[config.mk]
export PLATFORM = sky130hd
export DESIGN_NAME = spce_spi
export DESIGN_NICKNAME = d
export VERILOG_FILES = /design/src/hw/spce_spi.v
export VERILOG_INCLUDE_DIRS = /design/src /design/src/hw
export SDC_FILE = /design/constraint.sdc
export NUM_CORES = 1
export LEC_CHECK = 0
export BUFFER_PORTS_ARGS = -buffer_cell sky130_fd_sc_hd__clkbuf_2
export CAP_MARGIN = 20
export CORE_MARGIN = 2
export CORE_UTILIZATION = 59
export DETAILED_ROUTE_END_ITERATION = 8
export PLACE_DENSITY_LB_ADDON = 0.08
export SETUP_SLACK_MARGIN = 0.15
export SLEW_MARGIN = 20
export SYNTH_ARGS = -nofsm -noshare
export SYNTH_HDL_FRONTEND = slang
export SYNTH_SLANG_ARGS = --single-unit
[constraint.sdc]
create_clock -name aclk -period 5.6 [get_ports aclk]
set_input_delay 1.12 -clock aclk [delete_from_list [all_inputs] [get_ports aclk]]
set_output_delay 1.12 -clock aclk [all_outputs]
set_load 0.1 [all_outputs]
[src/hw/spce_consts.vh]
// constants of the serial peripheral block
// What this block does
// RL1 - the master makes the serial clock and one byte is swapped over the two data lines in eight clock cycles.
// RL2 - clock polarity and clock phase bits give four timings, and both ends must use the same one.
// RL3 - the two-bit rate field sets the clock rate as master and does nothing as slave.
// RL4 - the far party drives a slave's low-active select low before a transfer and holds it low throughout.
// RL5 - as master the select input must stay high, and a low level sets the mode fault flag.
// RL6 - direction bit 5 set makes the select pin a general output and blocks mode fault detection.
// RL7 - while enabled, the clock and both data lines belong to the interface whatever the port settings.
// RL8 - with phase 0 the slave shift clock is select OR serial clock, so select goes high between bytes.
// RL9 - with phase 1 select may stay low between bytes and a sole slave may tie it low.
// RL10 - a mode fault clears the master bit and the four interface direction bits and raises a gated interrupt.
// RL11 - data is not double buffered, so a write while idle loads the shift register directly.
// RL12 - a write during a transfer flags a write collision, the transfer goes on and the data is dropped.
// RL13 - as master a write while idle starts eight clock cycles at the selected rate.
`ifndef SPCE_CONSTS_VH
`define SPCE_CONSTS_VH
`define SPCE_CTRL_OFF 5'h00
`define SPCE_STAT_OFF 5'h04
`define SPCE_DATA_OFF 5'h08
`define SPCE_DDR_OFF 5'h0C
`define SPCE_MASK_OFF 5'h10
`define SPCE_PORT_OFF 5'h14
`define SPCE_RATE_LSB 0
`define SPCE_CLOCK_PHASE_BIT_BIT 2
`define SPCE_CLOCK_POLARITY_BIT_BIT 3
`define SPCE_MASTER_SELECT_BIT_BIT 4
`define SPCE_EN_BIT 6
`define SPCE_IE_BIT 7
`define SPCE_DONE_BIT 7
`define SPCE_WCOL_BIT 6
`define SPCE_MODE_FAULT_FLAG_BIT 4
`define SPCE_SS_DDR_BIT 5
`define SPCE_DDR_SPI_MASK 8'h3C
`define SPCE_CTRL_RST 8'h04
`define SPCE_DDR_RST 8'h00
`define SPCE_MASK_RST 8'h00
`define SPCE_PORT_RST 8'hFF
`define SPCE_HALF_R0 6'h01
`define SPCE_HALF_R1 6'h02
`define SPCE_HALF_R2 6'h08
`define SPCE_HALF_R3 6'h10
`define SPCE_BITS 4'h8
`endif

[src/hw/spce_spi.v]
// serial peripheral: clocking, select handling, mode fault and write collision
`timescale 1ns/10ps
`default_nettype none
`include "spce_consts.vh"
module spce_spi (
	// clock and reset
	input wire aclk,
	input wire aresetn,
	// axi4-lite write
	input wire [4:0] awaddr,
	input wire awvalid,
	output reg awready,
	input wire [31:0] wdata,
	input wire [3:0] wstrb,
	input wire wvalid,
	output reg wready,
	output reg [1:0] bresp,
	output reg bvalid,
	input wire bready,
	// axi4-lite read
	input wire [4:0] araddr,
	input wire arvalid,
	output reg arready,
	output reg [31:0] rdata,
	output reg [1:0] rresp,
	output reg rvalid,
	input wire rready,
	// serial pins
	input wire sck_in,
	output reg sck_out,
	output reg sck_oe,
	input wire mosi_in,
	output reg mosi_out,
	output reg mosi_oe,
	input wire miso_in,
	output reg miso_out,
	output reg miso_oe,
	input wire ss_n_in,
	output reg ss_n_out,
	output reg ss_n_oe,
	// interrupt and processor mask
	input wire cpu_irq_mask,
	output reg irq
);
	reg [7:0] ctrl;
	reg [7:0] ddr;
	reg [7:0] mask;
	reg [7:0] port_out;
	reg done_f, wcol_f, mode_fault_flag_f;
	reg [7:0] shreg;
	reg [7:0] rxbuf;
	reg busy;
	reg [3:0] bitcnt;
	reg [5:0] divcnt;
	reg phase_hi;
	reg in_bit;
	reg [2:0] sck_s, ss_s;
	reg [1:0] mosi_s, miso_s;
	reg aw_hold, w_hold;
	reg [4:0] aw_addr;
	reg [7:0] w_dat;
	reg [2:0] smp_dly;
	reg [7:0] rx_sh;
	reg [3:0] rx_cnt;
	wire en = ctrl[`SPCE_EN_BIT];
	wire master_select_bit = ctrl[`SPCE_MASTER_SELECT_BIT_BIT];
	wire clock_phase_bit = ctrl[`SPCE_CLOCK_PHASE_BIT_BIT];
	wire clock_polarity_bit = ctrl[`SPCE_CLOCK_POLARITY_BIT_BIT];
	wire [1:0] rate = ctrl[`SPCE_RATE_LSB+1:`SPCE_RATE_LSB];
	wire [7:0] status = {done_f, wcol_f, 1'b0, mode_fault_flag_f, 4'h0};

	// half period in aclk cycles per rate code
	function [5:0] half_div;
		input [1:0] r;
		begin
			case (r)
				2'b00: half_div = `SPCE_HALF_R0;
				2'b01: half_div = `SPCE_HALF_R1;
				2'b10: half_div = `SPCE_HALF_R2;
				default: half_div = `SPCE_HALF_R3;
			endcase
		end
	endfunction

	// legal register word: aligned and inside the map
	function addr_ok;
		input [4:0] a;
		begin
			addr_ok = (a <= `SPCE_PORT_OFF) && (a[1:0] == 2'b00);
		end
	endfunction

	// synchronisers: logic reads only the second stage and later
	always @(posedge aclk) begin
		if (!aresetn) begin
			sck_s <= 3'b000;
			ss_s <= 3'b111;
			mosi_s <= 2'b00;
			miso_s <= 2'b00;
		end else begin
			sck_s <= {sck_s[1:0], sck_in};
			ss_s <= {ss_s[1:0], ss_n_in};
			mosi_s <= {mosi_s[0], mosi_in};
			miso_s <= {miso_s[0], miso_in};
		end
	end
	wire ss_low = ~ss_s[1];
	wire ss_rise = ss_s[1] & ~ss_s[2];
	// slave shift clock is select OR sck under phase 0
	wire sclk_now = clock_phase_bit ? sck_s[1] : (sck_s[1] | ss_s[1]); // see RL8
	wire sclk_prev = clock_phase_bit ? sck_s[2] : (sck_s[2] | ss_s[2]);
	wire s_rise = sclk_now & ~sclk_prev;
	wire s_fall = ~sclk_now & sclk_prev;
	// leading and trailing edges relative to polarity
	wire s_lead = clock_polarity_bit ? s_fall : s_rise; // see RL2
	wire s_trail = clock_polarity_bit ? s_rise : s_fall;
	wire ss_gpio = ddr[`SPCE_SS_DDR_BIT];
	wire mode_fault_flag_ev = en & master_select_bit & ~ss_gpio & ss_low; // see RL5 RL6
	wire wr_go = aw_hold & w_hold & ~bvalid;
	wire data_wr = wr_go & (aw_addr == `SPCE_DATA_OFF);
	wire rd_go = arvalid & ~rvalid;
	wire stat_rd = arvalid & arready & (araddr == `SPCE_STAT_OFF);
	wire m_run = busy & en & master_select_bit & (bitcnt != 4'h0);
	wire m_tick = m_run & (divcnt == 6'h01);
	wire m_sample = m_tick & ~phase_hi;
	wire slave_sel = en & ~master_select_bit & (ss_low | clock_phase_bit);

	// axi write channel capture
	always @(posedge aclk) begin
		if (!aresetn) begin
			awready <= 1'b0;
			wready <= 1'b0;
			aw_hold <= 1'b0;
			w_hold <= 1'b0;
			aw_addr <= 5'h00;
			w_dat <= 8'h00;
			bvalid <= 1'b0;
			bresp <= 2'b00;
		end else begin
			awready <= ~aw_hold & ~awready & awvalid;
			wready <= ~w_hold & ~wready & wvalid;
			if (awvalid & awready) begin
				aw_hold <= 1'b1;
				aw_addr <= awaddr;
			end
			if (wvalid & wready) begin
				w_hold <= 1'b1;
				w_dat <= wdata[7:0] & {8{wstrb[0]}};
			end
			if (wr_go) begin
				aw_hold <= 1'b0;
				w_hold <= 1'b0;
				bvalid <= 1'b1;
				bresp <= addr_ok(aw_addr) ? 2'b00 : 2'b10;
			end else if (bvalid & bready)
				bvalid <= 1'b0;
		end
	end

	// axi read channel
	always @(posedge aclk) begin
		if (!aresetn) begin
			arready <= 1'b0;
			rvalid <= 1'b0;
			rdata <= 32'h00000000;
			rresp <= 2'b00;
		end else begin
			arready <= rd_go & ~arready;
			if (rd_go & ~arready) begin
				rvalid <= 1'b0;
			end else if (arvalid & arready) begin
				rvalid <= 1'b1;
				rresp <= 2'b00;
				case (araddr)
					`SPCE_CTRL_OFF: rdata <= {24'h000000, ctrl};
					`SPCE_STAT_OFF: rdata <= {24'h000000, status};
					`SPCE_DATA_OFF: rdata <= {24'h000000, rxbuf};
					`SPCE_DDR_OFF: rdata <= {24'h000000, ddr};
					`SPCE_MASK_OFF: rdata <= {24'h000000, mask};
					default: begin
						rdata <= 32'h00000000;
						rresp <= 2'b10;
					end
				endcase
			end else if (rvalid & rready)
				rvalid <= 1'b0;
		end
	end

	// control registers written over the bus
	always @(posedge aclk) begin
		if (!aresetn) begin
			ctrl <= `SPCE_CTRL_RST;
			ddr <= `SPCE_DDR_RST;
			mask <= `SPCE_MASK_RST;
			port_out <= `SPCE_PORT_RST;
		end else begin
			if (wr_go) begin
				case (aw_addr)
					`SPCE_CTRL_OFF: ctrl <= w_dat;
					`SPCE_DDR_OFF: ddr <= w_dat;
					`SPCE_MASK_OFF: mask <= w_dat;
					`SPCE_PORT_OFF: port_out <= w_dat;
					default: ;
				endcase
			end
			// a fault drops master and frees the interface pins, over any write
			if (mode_fault_flag_ev) begin
				ctrl[`SPCE_MASTER_SELECT_BIT_BIT] <= 1'b0; // see RL10
				ddr <= ddr & ~`SPCE_DDR_SPI_MASK;
			end
		end
	end

	// miso returns through the clock flop and the synchroniser: sample three cycles late
	always @(posedge aclk) begin
		if (!aresetn)
			smp_dly <= 3'b000;
		else
			smp_dly <= {smp_dly[1:0], m_sample};
	end

	// flags, shifter and both transfer engines
	always @(posedge aclk) begin
		if (!aresetn) begin
			done_f <= 1'b0;
			wcol_f <= 1'b0;
			mode_fault_flag_f <= 1'b0;
			shreg <= 8'h00;
			rxbuf <= 8'h00;
			rx_sh <= 8'h00;
			busy <= 1'b0;
			bitcnt <= 4'h0;
			rx_cnt <= 4'h0;
			divcnt <= 6'h00;
			phase_hi <= 1'b0;
			in_bit <= 1'b0;
		end else begin
			// a status read clears the flags, but an event later in this block wins
			if (stat_rd) begin
				done_f <= 1'b0;
				wcol_f <= 1'b0;
				mode_fault_flag_f <= 1'b0;
			end
			if (data_wr) begin
				if (busy)
					wcol_f <= 1'b1; // see RL12
				else begin
					shreg <= w_dat; // see RL11
					if (en & master_select_bit) begin
						busy <= 1'b1; // see RL13
						bitcnt <= `SPCE_BITS;
						rx_cnt <= `SPCE_BITS;
						divcnt <= half_div(rate); // see RL3
						phase_hi <= 1'b0;
					end
				end
			end
			// master: two half periods per bit, the bit shifts out at the end of the second
			if (m_run) begin // see RL1
				if (m_tick) begin
					divcnt <= half_div(rate);
					phase_hi <= ~phase_hi;
					if (phase_hi) begin
						shreg <= {shreg[6:0], 1'b0};
						bitcnt <= bitcnt - 4'h1;
					end
				end else
					divcnt <= divcnt - 6'h01;
			end
			// master: delayed receive, done once the clock has stopped and eight bits are in
			if (busy & en & master_select_bit & smp_dly[2] & (rx_cnt != 4'h0)) begin
				rx_sh <= {rx_sh[6:0], miso_s[1]};
				rx_cnt <= rx_cnt - 4'h1;
			end
			if (busy & en & master_select_bit & (bitcnt == 4'h0) & (rx_cnt == 4'h0)) begin
				busy <= 1'b0;
				done_f <= 1'b1;
				rxbuf <= rx_sh;
			end
			// slave: clock from the far master, rate field unused
			if (slave_sel) begin
				if (!busy & (s_lead | s_trail)) begin
					busy <= 1'b1;
					bitcnt <= `SPCE_BITS;
				end
				if (s_lead & ~clock_phase_bit)
					in_bit <= mosi_s[1];
				if (s_trail & busy) begin
					shreg <= {shreg[6:0], clock_phase_bit ? mosi_s[1] : in_bit};
					bitcnt <= bitcnt - 4'h1;
					if (bitcnt == 4'h1) begin
						busy <= 1'b0;
						done_f <= 1'b1;
						rxbuf <= {shreg[6:0], clock_phase_bit ? mosi_s[1] : in_bit};
					end
				end
			end else if (en & ~master_select_bit & ss_rise)
				busy <= 1'b0;
			if (mode_fault_flag_ev) begin
				mode_fault_flag_f <= 1'b1; // see RL5
				busy <= 1'b0;
			end
		end
	end

	// serial pins, owned by the interface while enabled
	always @(posedge aclk) begin
		if (!aresetn) begin
			sck_out <= 1'b0;
			sck_oe <= 1'b0;
			mosi_out <= 1'b0;
			mosi_oe <= 1'b0;
			miso_out <= 1'b0;
			miso_oe <= 1'b0;
		end else begin
			sck_out <= clock_polarity_bit ^ (m_run & (phase_hi ^ clock_phase_bit)); // see RL7
			sck_oe <= en & master_select_bit; // see RL1
			mosi_out <= shreg[7];
			mosi_oe <= en & master_select_bit;
			miso_out <= shreg[7];
			miso_oe <= en & ~master_select_bit & ss_low; // see RL4
		end
	end

	// select pin as a general output
	always @(posedge aclk) begin
		if (!aresetn) begin
			ss_n_out <= 1'b1;
			ss_n_oe <= 1'b0;
		end else begin
			ss_n_out <= port_out[`SPCE_SS_DDR_BIT];
			ss_n_oe <= ss_gpio; // see RL6
		end
	end

	// level interrupt from unmasked sticky flags
	always @(posedge aclk) begin
		if (!aresetn)
			irq <= 1'b0;
		else
			irq <= ctrl[`SPCE_IE_BIT] & ~cpu_irq_mask & |(status & mask); // see RL10
	end
endmodule // spce_spi
`default_nettype wire

==> summary.md <==
| Metric | Value |
|---|---|
| Status | completed |
| Post-route cell area | 0.00613 mm^2 |
| Worst endpoint required time | 6000 ps |
| Pleak | between 2 and 3 nW |
| Die area | ~0.0099 mm^2 |
| Fmax | approximately 380 MHz |
| Sequential element share of the synthesized area | 44.1% |
| Max stage delay on crit path | roughly 750 ps |
| Final setup viols | 0 |
| Initial Util | 61.4% |
| Clock Skews | 13.9 ps |
| Combinational share of power | under 10% |
| Yosys reg bits | around 120 |
| CTS tree | built |
| IO Count | between 100 and 150 |
| Wire length per cell | 16.8 um |
| Post-CTS Setup Inserts | 0 |
| Post-DRT Antenna Nets | 0 |
| Routed wire length on met2 | a little over 6000 um |
| R2r endpoint | divcnt[1] |
| Synth Area per Inst | between 8 and 9 um^2 |
| PortBufs | between 50 and 60 |
| Synth Instances | 602 |
| Max-slew headroom | 48.6% |
| WS Path Type | register to register |
| Synthesized cell area | 0.00541 mm^2 |
| Distinct cell type count after synthesis | 67 |
| Hold Path End | ss_s[1] |
| Critical-path cell list | or3b_1 -> or4_1 -> o22ai_1 -> o211ai_1 -> and3_1 |
| Vias | about 4.5k |
| Final Hold Viols | 0 |
| Hold path depth | 1 |
| YS warnings | 0 |
| Max Slew Vio Count | 0 |
| Top FF cell, synth | dfxtp_1 |
| Sequential power share | between 40% and 50% |
| P_sw | ~0.52 mW |
| Max-cap violation count | 0 |
| Core area | between 0.008 and 0.009 mm^2 |
| Final Cycle Share | between 40% and 50% |
| DR DRC count | 0 |
| Clk Latency, worst-skew pair | a little over 500 ps |
| CTS Hold Buffers Added | 0 |
| CP endpoint kind | register |
| Worst-path clk slew | ~60 ps |
| Starting DRT DRC Count | approximately 190 |
| Top layer in use | met4 |
| Vias in the first global route | 4222 |
| Post-layout min period | ~2600 ps |
| Layout cell share with drive strength beyond 1 | between 10% and 20% |
| Worst-margin pin slew | between 700 and 800 ps |
| Post-route met1 wirelength | 5660 um |
| P_int | 1.46 mW |
| # rows | 34 |
| GRT overflow | 0 |
| Hold Startpoint | ss_s[0] |
| Max H-tree Level | 4 |
| Total CTS buffers | 17 |
| Placed insts | between 700 and 800 |
| Hpwl dp | ~8900 um |
| Clock Tree Buf Depth | 2 |
| Family with the most delay on the worst path | simple AND/OR/NAND/NOR gates |
| Sinks on Clock Net | approximately 120 |
| Clock root buffer master | clkbuf_8 |
| Clock share of power | approximately half |
| Critical path startpoint category | register |
| Critical-path maximum fanout | 11 |
| Die width | around 100 um |
| Final wirelength | between 10000 and 15000 um |
| RSZ-0062 raised after global routing | no |
| Largest net degree at the start of global routing | 72 |
| Worst reg2reg path depth | 5 |
| Die Ht | 99.7 um |
| Ant diodes | 0 |
| Initial antenna violation count | 0 |
| R2R setup slack | about 3000 ps |
| Hold Path Class | register to register |
| Net Sw Frac | a little over a quarter |
| Layout area overhead | 13.3% |
| PnR worst setup slack | between 2000 and 3000 ps |
| Number of gates resized after cts | 0 |
| Nets | 705 |
| Setup TNS | 0 ps |
| WL met3 | approximately 860 um |
| Worst r2r src | aw_addr[3] |
| Setup WS pre-CTS | between 2000 and 3000 ps |
| Tot GR Track Use | between 20% and 30% |
| Number of flops mapped to enable cells by yosys | 0 |
| Vias per cell | ~5.9 |
| Worst EP arrival | about 3000 ps |
| Buffers plus inverters on the worst setup path | 0 |
| Worst path slowest cell | or4_1 |
| Asr flop ratio synth | 0% |
| Global-route wire length before repair | 20800 um |
| Gpl congestion | between 0.8 and 0.9 |
| Final std cells w/o fill | roughly 760 |
| Drt first pass iters | 5 |
| Peak VDD IR | approximately 230 uV |
| Pwr dens | approximately 320 mW/mm^2 |
| Util after Layout | 69.6% |
| Post-DP Area | between 0.005 and 0.006 mm^2 |
-- worst max path at each step --
stage	from	slack (ps)	cells after the start	end
6_report	aw_addr[3]	2990	5	divcnt[1]
5_1_grt	aw_addr[3]	2810	5	divcnt[1]
4_1_cts	awready	3000	1	awready
3_5_place_dp	aresetn	2680	4	bresp[1]
3_3_place_gp	aresetn	2710	4	bresp[1]
2_1_floorplan	miso_out	3120	1	mosi_out
-- kinds of logic after synthesis --
group                    count (synthesis)  share of synthesized area, %
AND/OR/NAND/NOR                        222                          21.2
AO/OA/AOI/OAI                          124                          15.6
flip-flops                             119                          44.1
buffers and inverters                   74                          7.36
multiplexers                            52                          9.69
adder cells (fa/ha/maj)                  6                          1.39
XOR/XNOR                                 4                         0.648
other                                    1                        0.0693
-- stage by stage --
step,power [mW],hold WS (ps)
after floorplan,1.02,386
after global placement,1.02,392
after detailed placement,1.03,408
after CTS,1.99,422
after global routing,2.04,437
final,1.98,414
-- layout make-up --
| cell class | count | area, um^2 |
|---|---|---|
| Clock buffer | 19 | 422 |
| Clock inverter | 13 | 109 |
| Fill cell | 697 | 2680 |
| Inverter | 12 | 45.0 |
| Multi-Input combinational cell | 434 | 2740 |
| Sequential cell | 119 | 2380 |
| Tap cell | 108 | 135 |
| Timing Repair Buffer | 57 | 293 |
-- power groups by stage --
stage	clock network (mW)	registers [mW]	logic, mW
2_1_floorplan	0	0.894	0.123
3_3_place_gp	0	0.882	0.142
3_5_place_dp	0	0.883	0.144
4_1_cts	0.983	0.865	0.144
5_1_grt	1.02	0.866	0.152
6_report	0.972	0.865	0.144
-- cell usage in the layout (no fill, tap or decap), types with 13 or more instances in the layout --
cell type	netlist	layout
a21oi_1	49	49
nand2_1	56	56
clkbuf_16	0	16
nand3_1	21	21
clkbuf_2	2	54
and2_1	13	13
a211oi_1	19	19
nor2_1	54	54
conb_1	1	26
dfxtp_1	119	119
mux2i_1	49	49
-- routing by layer --
layer / track usage (%) / vias to the layer above
li1: - / 2171
met1: 34.2 / 2174
met2: 42.9 / 161
met3: 8.15 / 12
met4: 10.1 / 0
met5: 0 / -
-- synthesized netlist by cell type (5+ instances only) --
cell,number,area [um^2]
a211oi_1,19,143
a21oi_1,49,245
a221oi_1,6,52.6
a22oi_1,7,52.6
a2bb2oi_1,5,43.8
and2_1,13,81.3
and3_1,6,37.5
buf_4,28,210
clkbuf_1,25,93.8
dfxtp_1,119,2380
ha_1,6,75.1
inv_1,12,45.0
mux2i_1,49,490
nand2_1,56,210
nand2b_1,10,62.6
nand3_1,21,105
nor2_1,54,203
nor2b_1,8,50.1
nor3_1,12,60.1
nor3b_1,5,37.5
o21ai_0,9,45.0
-- registers in the layout (all words and copies together), names as in the netlist, 2 cells and up --
signal   cells
aw_addr      5
bitcnt       4
ctrl         8
ddr          8
divcnt       6
mask         8
miso_s       2
mosi_s       2
rdata        8
rx_cnt       4
rx_sh        8
rxbuf        8
sck_s        3
shreg        8
smp_dly      3
ss_s         3
w_dat        8
No activity file was read; power rests on OpenSTA's default activity.
